===== src/mcc_pkg.sv =====
package mcc_pkg;

  // register indices as printed; byte address is four times the index
  localparam logic [7:0] IDX_CLK_CTRL_STATUS = 8'h2c;
  localparam logic [7:0] IDX_BEEP_CONTROL    = 8'h2d;
  localparam logic [7:0] IDX_IRQ_STATUS      = 8'h30;
  localparam logic [7:0] IDX_IRQ_MASK        = 8'h31;
  localparam logic [9:0] ADDR_CLK_CTRL_STATUS = {IDX_CLK_CTRL_STATUS, 2'b00};
  localparam logic [9:0] ADDR_BEEP_CONTROL    = {IDX_BEEP_CONTROL, 2'b00};
  localparam logic [9:0] ADDR_IRQ_STATUS      = {IDX_IRQ_STATUS, 2'b00};
  localparam logic [9:0] ADDR_IRQ_MASK        = {IDX_IRQ_MASK, 2'b00};

  // clock_control_status and beep control field positions
  localparam int CCS_CLOCK_OUTPUT_SELECT = 7;
  localparam int CCS_SLOW_PRESCALER_LO   = 5;
  localparam int CCS_SLOW_MODE_SELECT    = 4;
  localparam int CCS_TIME_BASE_LO        = 2;
  localparam int CCS_OSC_INT_ENABLE      = 1;
  localparam int CCS_OSC_TIMEOUT_FLAG    = 0;
  localparam int BEEP_TONE_LO            = 0;

  // interrupt status / mask bit positions
  localparam int IRQ_TIME_BASE = 0;
  localparam int IRQ_WAKE      = 1;

  localparam logic [7:0] CCS_RESET  = 8'h00;
  localparam logic [1:0] BEEP_RESET = 2'h0;

  // time-base periods in oscillator cycles
  localparam int unsigned TB_PERIOD_00 = 16000;
  localparam int unsigned TB_PERIOD_01 = 32000;
  localparam int unsigned TB_PERIOD_10 = 80000;
  localparam int unsigned TB_PERIOD_11 = 200000;

  // beep tones are fixed divisions, specified at this reference oscillator
  localparam int unsigned REF_OSC_HZ  = 8000000;
  localparam int unsigned BEEP_HZ_01  = 2000;
  localparam int unsigned BEEP_HZ_10  = 1000;
  localparam int unsigned BEEP_HZ_11  = 500;
  localparam int unsigned BEEP_HALF_01 = REF_OSC_HZ / (2 * BEEP_HZ_01);
  localparam int unsigned BEEP_HALF_10 = REF_OSC_HZ / (2 * BEEP_HZ_10);
  localparam int unsigned BEEP_HALF_11 = REF_OSC_HZ / (2 * BEEP_HZ_11);

  typedef enum logic [1:0] {
    MCC_RUN,
    MCC_WAIT,
    MCC_ACTIVE_HALT,
    MCC_HALT
  } mcc_mode_t;

  typedef struct packed {
    mcc_mode_t   mode;
    logic [7:0]  ccs;
    logic [1:0]  beepTone;
    logic [1:0]  tbActive;
    logic [17:0] tbCnt;
    logic [12:0] beepCnt;
    logic        beepOut;
    logic        beepOe;
    logic [3:0]  divCnt;
    logic        cpuClkEn;
    logic        clkOut;
    logic        clkOutOe;
    logic        rtcIrq;
    logic        wake;
    logic [1:0]  irqSts;
    logic [1:0]  irqMask;
    logic        irq;
    logic        waitReq;
    logic [7:0]  rdData;
  } mcc_state_t;

  localparam mcc_state_t ST_RESET = '{
    mode: MCC_RUN, ccs: CCS_RESET, beepTone: BEEP_RESET, tbActive: 2'h0,
    tbCnt: 18'h0, beepCnt: 13'h0, beepOut: 1'b0, beepOe: 1'b0, divCnt: 4'h0,
    cpuClkEn: 1'b1, clkOut: 1'b0, clkOutOe: 1'b0, rtcIrq: 1'b0, wake: 1'b0,
    irqSts: 2'h0, irqMask: 2'h0, irq: 1'b0, waitReq: 1'b1, rdData: 8'h00};

  // slow-mode divider as a power of two: 2, 4, 8, 16
  function automatic logic [2:0] slowShift(input logic [1:0] code);
    slowShift = {1'b0, code} + 3'h1;
  endfunction : slowShift

endpackage : mcc_pkg


===== src/mcc_clock_ctrl.sv =====
`timescale 1ns/1ps
// Contract
// - wait mode leaves the block running; its time-base event ends wait mode when enable bit 1 is set.
// - active halt keeps the time-base counter running, clock and beep registers ignore writes.
// - full halt freezes counter, clock and beep registers until a halt-exit interrupt wakes.
// - cpu interrupt needs the flag, enable bit and cleared global mask.
// - time-base event wakes from active halt, never from full halt.
// - bit 7 routes the cpu clock to its pin; cleared leaves pin free. In normal mode the pin carries half the cpu clock.
// - clock output is suspended during active halt.
// - prescaler codes 00, 01, 11 divide by 2, 4, 16 in slow mode.
// - slow-mode bit 4 cleared gives oscillator clock; set uses prescaler field.
// - time-base codes give 16000, 32000, 80000, 200000 oscillator cycles.
// - new time-base choice applies only when the running period ends.
// - period elapse sets flag bit 0; reading the status register clears it, except in the two halt modes.
// - beep codes give off, ~2 kHz, ~1 kHz, ~500 Hz, half duty.
// - beep keeps running in active halt.
module mcc_clock_ctrl
  import mcc_pkg::*;
#(
  parameter int unsigned TB_CNT_00     = TB_PERIOD_00,
  parameter int unsigned TB_CNT_01     = TB_PERIOD_01,
  parameter int unsigned TB_CNT_10     = TB_PERIOD_10,
  parameter int unsigned TB_CNT_11     = TB_PERIOD_11,
  parameter int unsigned BEEP_CNT_01   = BEEP_HALF_01,
  parameter int unsigned BEEP_CNT_10   = BEEP_HALF_10,
  parameter int unsigned BEEP_CNT_11   = BEEP_HALF_11
)(
  // clock and reset (clk is the oscillator clock)
  input  wire logic        clk,
  input  wire logic        sys_rst,
  // avalon-mm slave
  input  wire logic [9:0]  avsAddress,
  input  wire logic        avsRead,
  input  wire logic        avsWrite,
  input  wire logic [31:0] avsWritedata,
  input  wire logic [3:0]  avsByteenable,
  output logic      [31:0] avsReaddata,
  output logic             avsWaitrequest,
  // cpu side, same clock
  input  wire logic        haltInstr,
  input  wire logic        waitInstr,
  input  wire logic        haltExitWake,
  input  wire logic        globalIntMask,
  output logic             cpuClkEn,
  output logic             rtcIrq,
  output logic             wakeup,
  output mcc_mode_t        powerMode,
  // pins
  output logic             clockOutputPin,
  output logic             clockOutputPinOe,
  output logic             beepPin,
  output logic             beepPinOe,
  // interrupt
  output logic             irq
);

  mcc_state_t st_q;
  mcc_state_t st_d;

  // period end values, cut to the counter widths on purpose
  function automatic logic [17:0] tbLast(input logic [1:0] code);
    unique case (code)
      2'b00: tbLast = 18'(TB_CNT_00 - 1);
      2'b01: tbLast = 18'(TB_CNT_01 - 1);
      2'b10: tbLast = 18'(TB_CNT_10 - 1);
      2'b11: tbLast = 18'(TB_CNT_11 - 1);
    endcase
  endfunction : tbLast

  function automatic logic [12:0] beepLast(input logic [1:0] code);
    unique case (code)
      2'b01: beepLast = 13'(BEEP_CNT_01 - 1);
      2'b10: beepLast = 13'(BEEP_CNT_10 - 1);
      2'b11: beepLast = 13'(BEEP_CNT_11 - 1);
      2'b00: beepLast = 13'h0000;
    endcase
  endfunction : beepLast

  // register read mux, unmapped addresses read zero
  function automatic logic [7:0] regRead(input mcc_state_t s, input logic [9:0] a);
    unique case (a)
      ADDR_CLK_CTRL_STATUS: regRead = s.ccs;
      ADDR_BEEP_CONTROL:    regRead = {6'h00, s.beepTone};
      ADDR_IRQ_STATUS:      regRead = {6'h00, s.irqSts};
      ADDR_IRQ_MASK:        regRead = {6'h00, s.irqMask};
      default:              regRead = 8'h00;
    endcase
  endfunction : regRead

  // next-state logic
  always_comb
  begin
    logic       busReq;
    logic       busAcc;
    logic       frozen;
    logic       running;
    logic       tbEvt;
    logic       osc_interrupt_enable;
    logic       slow_mode_select;
    logic [2:0] shift;
    logic [3:0] divMask;
    busReq  = 1'b0;
    busAcc  = 1'b0;
    frozen  = 1'b0;
    running = 1'b0;
    tbEvt   = 1'b0;
    osc_interrupt_enable     = 1'b0;
    slow_mode_select     = 1'b0;
    shift   = 3'h0;
    divMask = 4'h0;
    st_d    = st_q;
    st_d.wake = 1'b0;

    // bus: one wait cycle, then answer; readdata is prepared during the wait
    busReq = avsRead || avsWrite;
    busAcc = busReq && !st_q.waitReq;
    st_d.waitReq = !(busReq && st_q.waitReq);
    if (busReq && st_q.waitReq)
    begin
      st_d.rdData = regRead(st_q, avsAddress);
    end

    // both halt modes freeze the clock control and beep registers; irq status and mask stay writable
    frozen = (st_q.mode == MCC_ACTIVE_HALT) || (st_q.mode == MCC_HALT);

    // time base keeps counting except in full halt
    if (st_q.mode != MCC_HALT)
    begin
      if (st_q.tbCnt >= tbLast(st_q.tbActive))
      begin
        tbEvt         = 1'b1;
        st_d.tbCnt    = 18'h00000;
        st_d.tbActive = st_q.ccs[CCS_TIME_BASE_LO +: 2];
      end
      else
      begin
        st_d.tbCnt = st_q.tbCnt + 18'h00001;
      end
    end

    // read side effect: clears the timeout flag, unless registers are frozen;
    // only a flag that the read returned is cleared, so one set in the wait cycle survives
    if (busAcc && avsRead && avsAddress == ADDR_CLK_CTRL_STATUS && !frozen
        && st_q.rdData[CCS_OSC_TIMEOUT_FLAG])
    begin
      st_d.ccs[CCS_OSC_TIMEOUT_FLAG] = 1'b0;
    end

    // writes take effect at the accepting edge, low byte lane only
    if (busAcc && avsWrite && avsByteenable[0])
    begin
      unique case (avsAddress)
        ADDR_CLK_CTRL_STATUS:
          if (!frozen)
          begin
            st_d.ccs[7:1] = avsWritedata[7:1]; // flag bit is hardware-set only
          end
        ADDR_BEEP_CONTROL:
          if (!frozen)
          begin
            st_d.beepTone = avsWritedata[BEEP_TONE_LO +: 2]; // reserved bits dropped
          end
        ADDR_IRQ_STATUS:
          st_d.irqSts = st_q.irqSts & ~avsWritedata[1:0];
        ADDR_IRQ_MASK:
          st_d.irqMask = avsWritedata[1:0];
        default:
          st_d.irqMask = st_d.irqMask;
      endcase
    end

    // set wins over a same-cycle read clear
    if (tbEvt)
    begin
      st_d.ccs[CCS_OSC_TIMEOUT_FLAG] = 1'b1;
    end

    // power mode sequencing
    osc_interrupt_enable = st_q.ccs[CCS_OSC_INT_ENABLE];
    unique case (st_q.mode)
      MCC_RUN:
        if (haltInstr)
        begin
          st_d.mode = osc_interrupt_enable ? MCC_ACTIVE_HALT : MCC_HALT;
        end
        else if (waitInstr)
        begin
          st_d.mode = MCC_WAIT;
        end
      MCC_WAIT:
        if (haltExitWake || (tbEvt && osc_interrupt_enable))
        begin
          st_d.mode = MCC_RUN;
          st_d.wake = 1'b1;
        end
      MCC_ACTIVE_HALT:
        if (haltExitWake || (tbEvt && osc_interrupt_enable))
        begin
          st_d.mode = MCC_RUN;
          st_d.wake = 1'b1;
        end
      MCC_HALT:
        if (haltExitWake)
        begin
          st_d.mode = MCC_RUN;
          st_d.wake = 1'b1;
        end
    endcase

    // cpu interrupt request
    st_d.rtcIrq = st_d.ccs[CCS_OSC_TIMEOUT_FLAG] && st_d.ccs[CCS_OSC_INT_ENABLE] && !globalIntMask;

    // sticky event bits, set wins over write-one-to-clear
    if (tbEvt)
    begin
      st_d.irqSts[IRQ_TIME_BASE] = 1'b1;
    end
    if (st_d.wake)
    begin
      st_d.irqSts[IRQ_WAKE] = 1'b1;
    end
    st_d.irq = |(st_d.irqSts & st_d.irqMask);

    // cpu clock: stopped in both halt modes, runs in wait for the peripherals
    running = (st_q.mode == MCC_RUN) || (st_q.mode == MCC_WAIT);
    slow_mode_select     = st_q.ccs[CCS_SLOW_MODE_SELECT];
    shift   = slowShift(st_q.ccs[CCS_SLOW_PRESCALER_LO +: 2]);
    divMask = 4'((5'h01 << shift) - 5'h01);
    if (running)
    begin
      st_d.divCnt = st_q.divCnt + 4'h1;
    end
    st_d.cpuClkEn = running && (!slow_mode_select || ((st_d.divCnt & divMask) == 4'h0));
    // a flop cannot show the undivided clock; normal mode shows half of it
    st_d.clkOut   = running && st_q.ccs[CCS_CLOCK_OUTPUT_SELECT]
                    && (slow_mode_select ? st_d.divCnt[2'(shift - 3'h1)] : st_d.divCnt[0]);
    st_d.clkOutOe = st_q.ccs[CCS_CLOCK_OUTPUT_SELECT];

    // beeper: free division of the oscillator, alive in active halt
    if (st_q.mode != MCC_HALT && st_q.beepTone != 2'b00)
    begin
      if (st_q.beepCnt >= beepLast(st_q.beepTone))
      begin
        st_d.beepCnt = 13'h0000;
        st_d.beepOut = !st_q.beepOut;
      end
      else
      begin
        st_d.beepCnt = st_q.beepCnt + 13'h0001;
      end
    end
    else
    begin
      st_d.beepCnt = 13'h0000;
      st_d.beepOut = 1'b0;
    end
    st_d.beepOe = st_q.beepTone != 2'b00;
  end

  // state register
  always_ff @(posedge clk)
  begin
    if (sys_rst)
    begin
      st_q <= ST_RESET;
    end
    else
    begin
      st_q <= st_d;
    end
  end

  // outputs straight from the state register
  assign avsReaddata      = {24'h000000, st_q.rdData};
  assign avsWaitrequest   = st_q.waitReq;
  assign cpuClkEn         = st_q.cpuClkEn;
  assign rtcIrq           = st_q.rtcIrq;
  assign wakeup           = st_q.wake;
  assign powerMode        = st_q.mode;
  assign clockOutputPin   = st_q.clkOut;
  assign clockOutputPinOe = st_q.clkOutOe;
  assign beepPin          = st_q.beepOut;
  assign beepPinOe        = st_q.beepOe;
  assign irq              = st_q.irq;

endmodule : mcc_clock_ctrl


===== config.mk =====
export PLATFORM = sky130hd
export DESIGN_NAME = mcc_clock_ctrl
export DESIGN_NICKNAME = d
export VERILOG_FILES = /design/src/mcc_pkg.sv /design/src/mcc_clock_ctrl.sv
export SDC_FILE = /design/constraint.sdc
export NUM_CORES = 1
export LEC_CHECK = 0
export BUFFER_PORTS_ARGS = -buffer_cell sky130_fd_sc_hd__buf_4
export CORE_ASPECT_RATIO = 0.75
export CORE_MARGIN = 2
export CORE_UTILIZATION = 50
export CTS_CLUSTER_SIZE = 12
export DETAILED_ROUTE_END_ITERATION = 7
export HOLD_SLACK_MARGIN = 0.12
export PLACE_DENSITY = 0.76
export SYNTH_ARGS = -nofsm -noshare
export SYNTH_HDL_FRONTEND = slang
export SYNTH_SLANG_ARGS = --single-unit

===== constraint.sdc =====
create_clock -name clk -period 2.7 [get_ports clk]
set_input_delay 0.405 -clock clk [delete_from_list [all_inputs] [get_ports clk]]
set_output_delay 0.405 -clock clk [all_outputs]
set_load 0.005 [all_outputs]

==> reports/qor_table.md <==
| Step | Parameter | Value |
|:---|:---|:---|
| status | Status | complete, no violations |
| die | Die width | 106 microns |
| synth | Portion of the post-synthesis area used by sequential elements | 35.7% |
| sta | Setup repair after global routing missed its margin | no |
| worst setup path | Worst Setup Start Kind | flip-flop |
| grt | GR met1 Demand/Resource | 29.1% |
| clock network | Number of setup buffers added after CTS | 0 |
| drt | Vias after detailed routing | 3132 |
| drt | Residual DRC | 0 |
| clock network | Number of buffers on the longest clock path | 2 |
| grt | Number of antenna violations at the first check in global routing | 0 |
| worst setup path | Endpoint class of the critical path | flip-flop |
| sta | Final clock period utilization by the worst path | 93.1% |
| power and ir drop | Leakage power of the design | 1.83 nW |
| worst setup path | Reg-to-reg startpoint | st_q[56]$_SDFFE_PP0N_ |
| synth | Top cells by count, synth | 70 x sky130_fd_sc_hd__dfxtp_1, 64 x sky130_fd_sc_hd__nor2_1, 37 x sky130_fd_sc_hd__buf_4 |
| synth | Mean post-synth cell area | 8.62 sq um |
| worst hold path | Min-delay worst type | input pin to flip-flop |
| clock network | TritonCTS clock tree | built |
| sta | Slew Viols, Final | 0 |
| sta | Relative slew slack | 60.9% |
| synth | Post-synthesis cell type with the largest combined area | sky130_fd_sc_hd__dfxtp_1 |
| grt | Largest net degree at the start of global routing | 35 |
| synth | Most numerous cell in the Yosys netlist | sky130_fd_sc_hd__dfxtp_1 |
| power and ir drop | Worst supply voltage drop on vdd | 0.000233 V |
| finish | Area grow syn2layout | 12.5% |
| drt | Total Routed Length | 8460 microns |
| sta | Fmax achieved | 0.398 GHz |
| sta | Final setup TNS | 0 ps |
| die | Placeable core region | 0.00747 sq mm |
| die | Initial core utilization | 52.5% |
| synth | Ys Warns | 0 |
| grt | Vias in the first global route | 2958 |
| clock network | Clk slew on worst S/H paths | 80 ps |
| clock network | Resized Gates After CTS | 0 |
| die | Die Footprint | 0.00857 sq mm |
| placed design | Cell area after placement | 0.00419 sq mm |
| placed design | Routability-driven placement congestion ratio | 0.920 |
| synth | Fraction of post-synthesis cell area in the top cell type by area | 35.7% |
| grt | Global-route wire length before repair | 14100 microns |
| synth | Most used flip-flop cell after synthesis | sky130_fd_sc_hd__dfxtp_1 |
| synth | Number of register bits inferred by synthesis | 70 |
| drt | Residual antenna-violating net count after detailed routing | 0 |
| clock network | Insertion delay of the later-clocked pin in the worst-skew pair | 350 ps |
| job | Number of maximum-capacitance violations | 0 |
| synth | Gate count after technology mapping | 455 |
| drt | Wirelength per Cell | 14.1 microns |
| worst setup path | Biggest fanout along the worst timing path | 17 |
| die | Floorplan die height | 80.7 microns |
| die | Number of top-level design ports | 97 |
| worst setup path | Critical path destination | st_q[54]$_SDFFE_PP0N_ |
| sta | Clock period minus worst slack | 2510 ps |
| drt | Pre-Repair DR Iteration Count | 5 |
| finish | Total non-filler cell area in the finished layout | 0.00441 sq mm |
| sta | Clock tree skew after final layout | 6.74 ps |
| synth | Mapped cell area | 0.00392 sq mm |
| grt | GR Util met2 | 31.3% |
| worst setup path | Capturing point of the worst reg2reg path | st_q[54]$_SDFFE_PP0N_ |
| clock network | Clock buffers created by TritonCTS | 9 |
| placed design | HPWL reported at the end of detailed placement | 6360 microns |
| finish | ANT cells | 0 |
| worst setup path | Critical path data required time | 2980 ps |
| grt | GR Util met3 | 6.57% |
| clock network | Clock Tree Root | sky130_fd_sc_hd__clkbuf_8 |
| power and ir drop | Power Density | 555 mW/mm^2 |
| worst setup path | Arrival @ worst endpoint | 2800 ps |
| sta | Worst-case hold slack | 228 ps |
| worst setup path | Worst setup path startpoint | st_q[56]$_SDFFE_PP0N_ |
| synth | Largest cells by area after synthesis | sky130_fd_sc_hd__dfxtp_1 36%, sky130_fd_sc_hd__ha_1 9.9%, sky130_fd_sc_hd__buf_4 7.1% |
| grt | Overflow left after global routing | 0 |
| die | Cell Rows | 27 |
| worst setup path | Register-to-register setup slack | 190 ps |
| finish | Layout filler cell count | 641 |
| power and ir drop | Overall power of the completed layout | 0.00245 W |
| finish | Fraction of layout instances using a drive strength above 1 | 16.0% |
| sta | Endpoints failing hold | 0 |
| finish | Final net count | 579 |
| grt | Busiest layer in global routing | met2 |
| sta | Number of failing setup endpoints in the final timing report | 0 |
| clock network | Clk sinks | 70 |
| synth | Synth unique cells | 57 |
| grt | Overall global routing resource usage | 21.1% |
| synth | Number of enable flip-flop cells after synthesis | 0 |
| worst setup path | R2R depth | 9 |
| drt | Violation count after the first detailed-routing iteration | 222 |
| drt | Via density | 5.22 |
| worst setup path | Type of the worst setup path | flip-flop to flip-flop |
| sta | Actual slew at the worst max-slew pin | 582 ps |
| placed design | Count of buffers inserted at the top-level ports | 45 |
| synth | Share of async-settable or async-resettable flops after synthesis | 0% |
| clock network | Hold buffer count at cts | 0 |
| clock network | Maximum level of the CTS H-tree | 3 |
[layout make-up]
type                            count  area [sq um]  share of cell area [%]
Inverter                           23          86.3                    1.96
Sequential cell                    70          1400                    31.8
Clock inverter                      6          85.1                    1.93
Multi-Input combinational cell    341          2210                    50.0
Tap cell                          101           126                    2.86
Clock buffer                       10           138                    3.12
Timing Repair Buffer               49           368                    8.34
[cell usage in the layout, fill, tap and decap left out, drive strengths merged, types with 3 or more instances in the layout]
| cell | instances |
|---|---|
| a21o | 5 |
| a21oi | 20 |
| a22oi | 4 |
| a31oi | 3 |
| and3 | 6 |
| buf | 49 |
| clkbuf | 10 |
| conb | 24 |
| dfxtp | 70 |
| ha | 31 |
| inv | 23 |
| mux2i | 15 |
| nand2 | 35 |
| nand3 | 30 |
| nand4 | 8 |
| nor2 | 65 |
| nor2b | 6 |
| nor3 | 6 |
| nor4 | 3 |
| o21a | 3 |
| o21ai | 16 |
| xnor2 | 14 |
| xor2 | 17 |
[routing by layer]
metal	vias to the layer above	share of wire (%)
met2	132	41
met3	22	8.1
li1	1579	-
met4	0	1.7
met5	-	0
met1	1399	49
[flip-flops by register name, summed over array words and instances, names as in the netlist]
signal	flops
st_q	50
avsReaddata	8
powerMode	2
avsWaitrequest	1
beepPin	1
beepPinOe	1
clockOutputPin	1
clockOutputPinOe	1
cpuClkEn	1
irq	1
rtcIrq	1
st_d	1
wakeup	1
[through the flow]
stage          setup slack (ps)  utilization (%)  instances
2_1_floorplan               534                -        478
4_1_cts                     227             59.1        600
5_1_grt                    10.8             59.1        600
3_3_place_gp                353             56.1        584
6_report                    185             59.1        600
3_5_place_dp                261             56.1        584
[kinds of logic after synthesis]
| family | after synthesis | synth area share [%] |
|---|---|---|
| compound gates | 69 | 12.7 |
| xor+xnor | 31 | 6.93 |
| fa+ha+maj | 31 | 9.89 |
| buf+inv | 67 | 10.1 |
| flops | 70 | 35.7 |
| mux | 15 | 3.83 |
| other cells | 1 | 0.0957 |
| simple gates | 171 | 20.7 |
[critical path, cell delays in order (launching register included)]
cell and delay (ps):
sky130_fd_sc_hd__dfxtp_1 400, sky130_fd_sc_hd__and2_4 190, sky130_fd_sc_hd__inv_2 70, sky130_fd_sc_hd__ha_1 300, sky130_fd_sc_hd__a21o_1 190, sky130_fd_sc_hd__a21oi_1 200, sky130_fd_sc_hd__o21ai_2 120, sky130_fd_sc_hd__a2111oi_4 580
sky130_fd_sc_hd__o21ai_4 230, sky130_fd_sc_hd__nor2_1 160
[where the power goes]
part / total [W] / internal, W / leakage (nW) / switching (W)
Clock: 0.000949 / 0.000542 / 0.108 / 0.000407
Combinational: 0.000372 / 0.000157 / 1.15 / 0.000214
Sequential: 0.00113 / 0.00108 / 0.566 / 0.0000508
[how the worst min path moves through the flow]
stage / start / end / slack (ps) / depth (start not counted)
final: globalIntMask / rtcIrq$_SDFF_PP0_ / 230 / 2
after global routing: globalIntMask / rtcIrq$_SDFF_PP0_ / 210 / 2
after CTS: globalIntMask / rtcIrq$_SDFF_PP0_ / 220 / 2
after detailed placement: avsReaddata[6]$_SDFFE_PP0P_ / avsReaddata[6]$_SDFFE_PP0P_ / 450 / 2
after global placement: avsReaddata[4]$_SDFFE_PP0P_ / avsReaddata[4]$_SDFFE_PP0P_ / 440 / 2
after floorplan: avsReaddata[2]$_SDFFE_PP0P_ / avsReaddata[2]$_SDFFE_PP0P_ / 430 / 2
(Power assumes the default switching activity.)
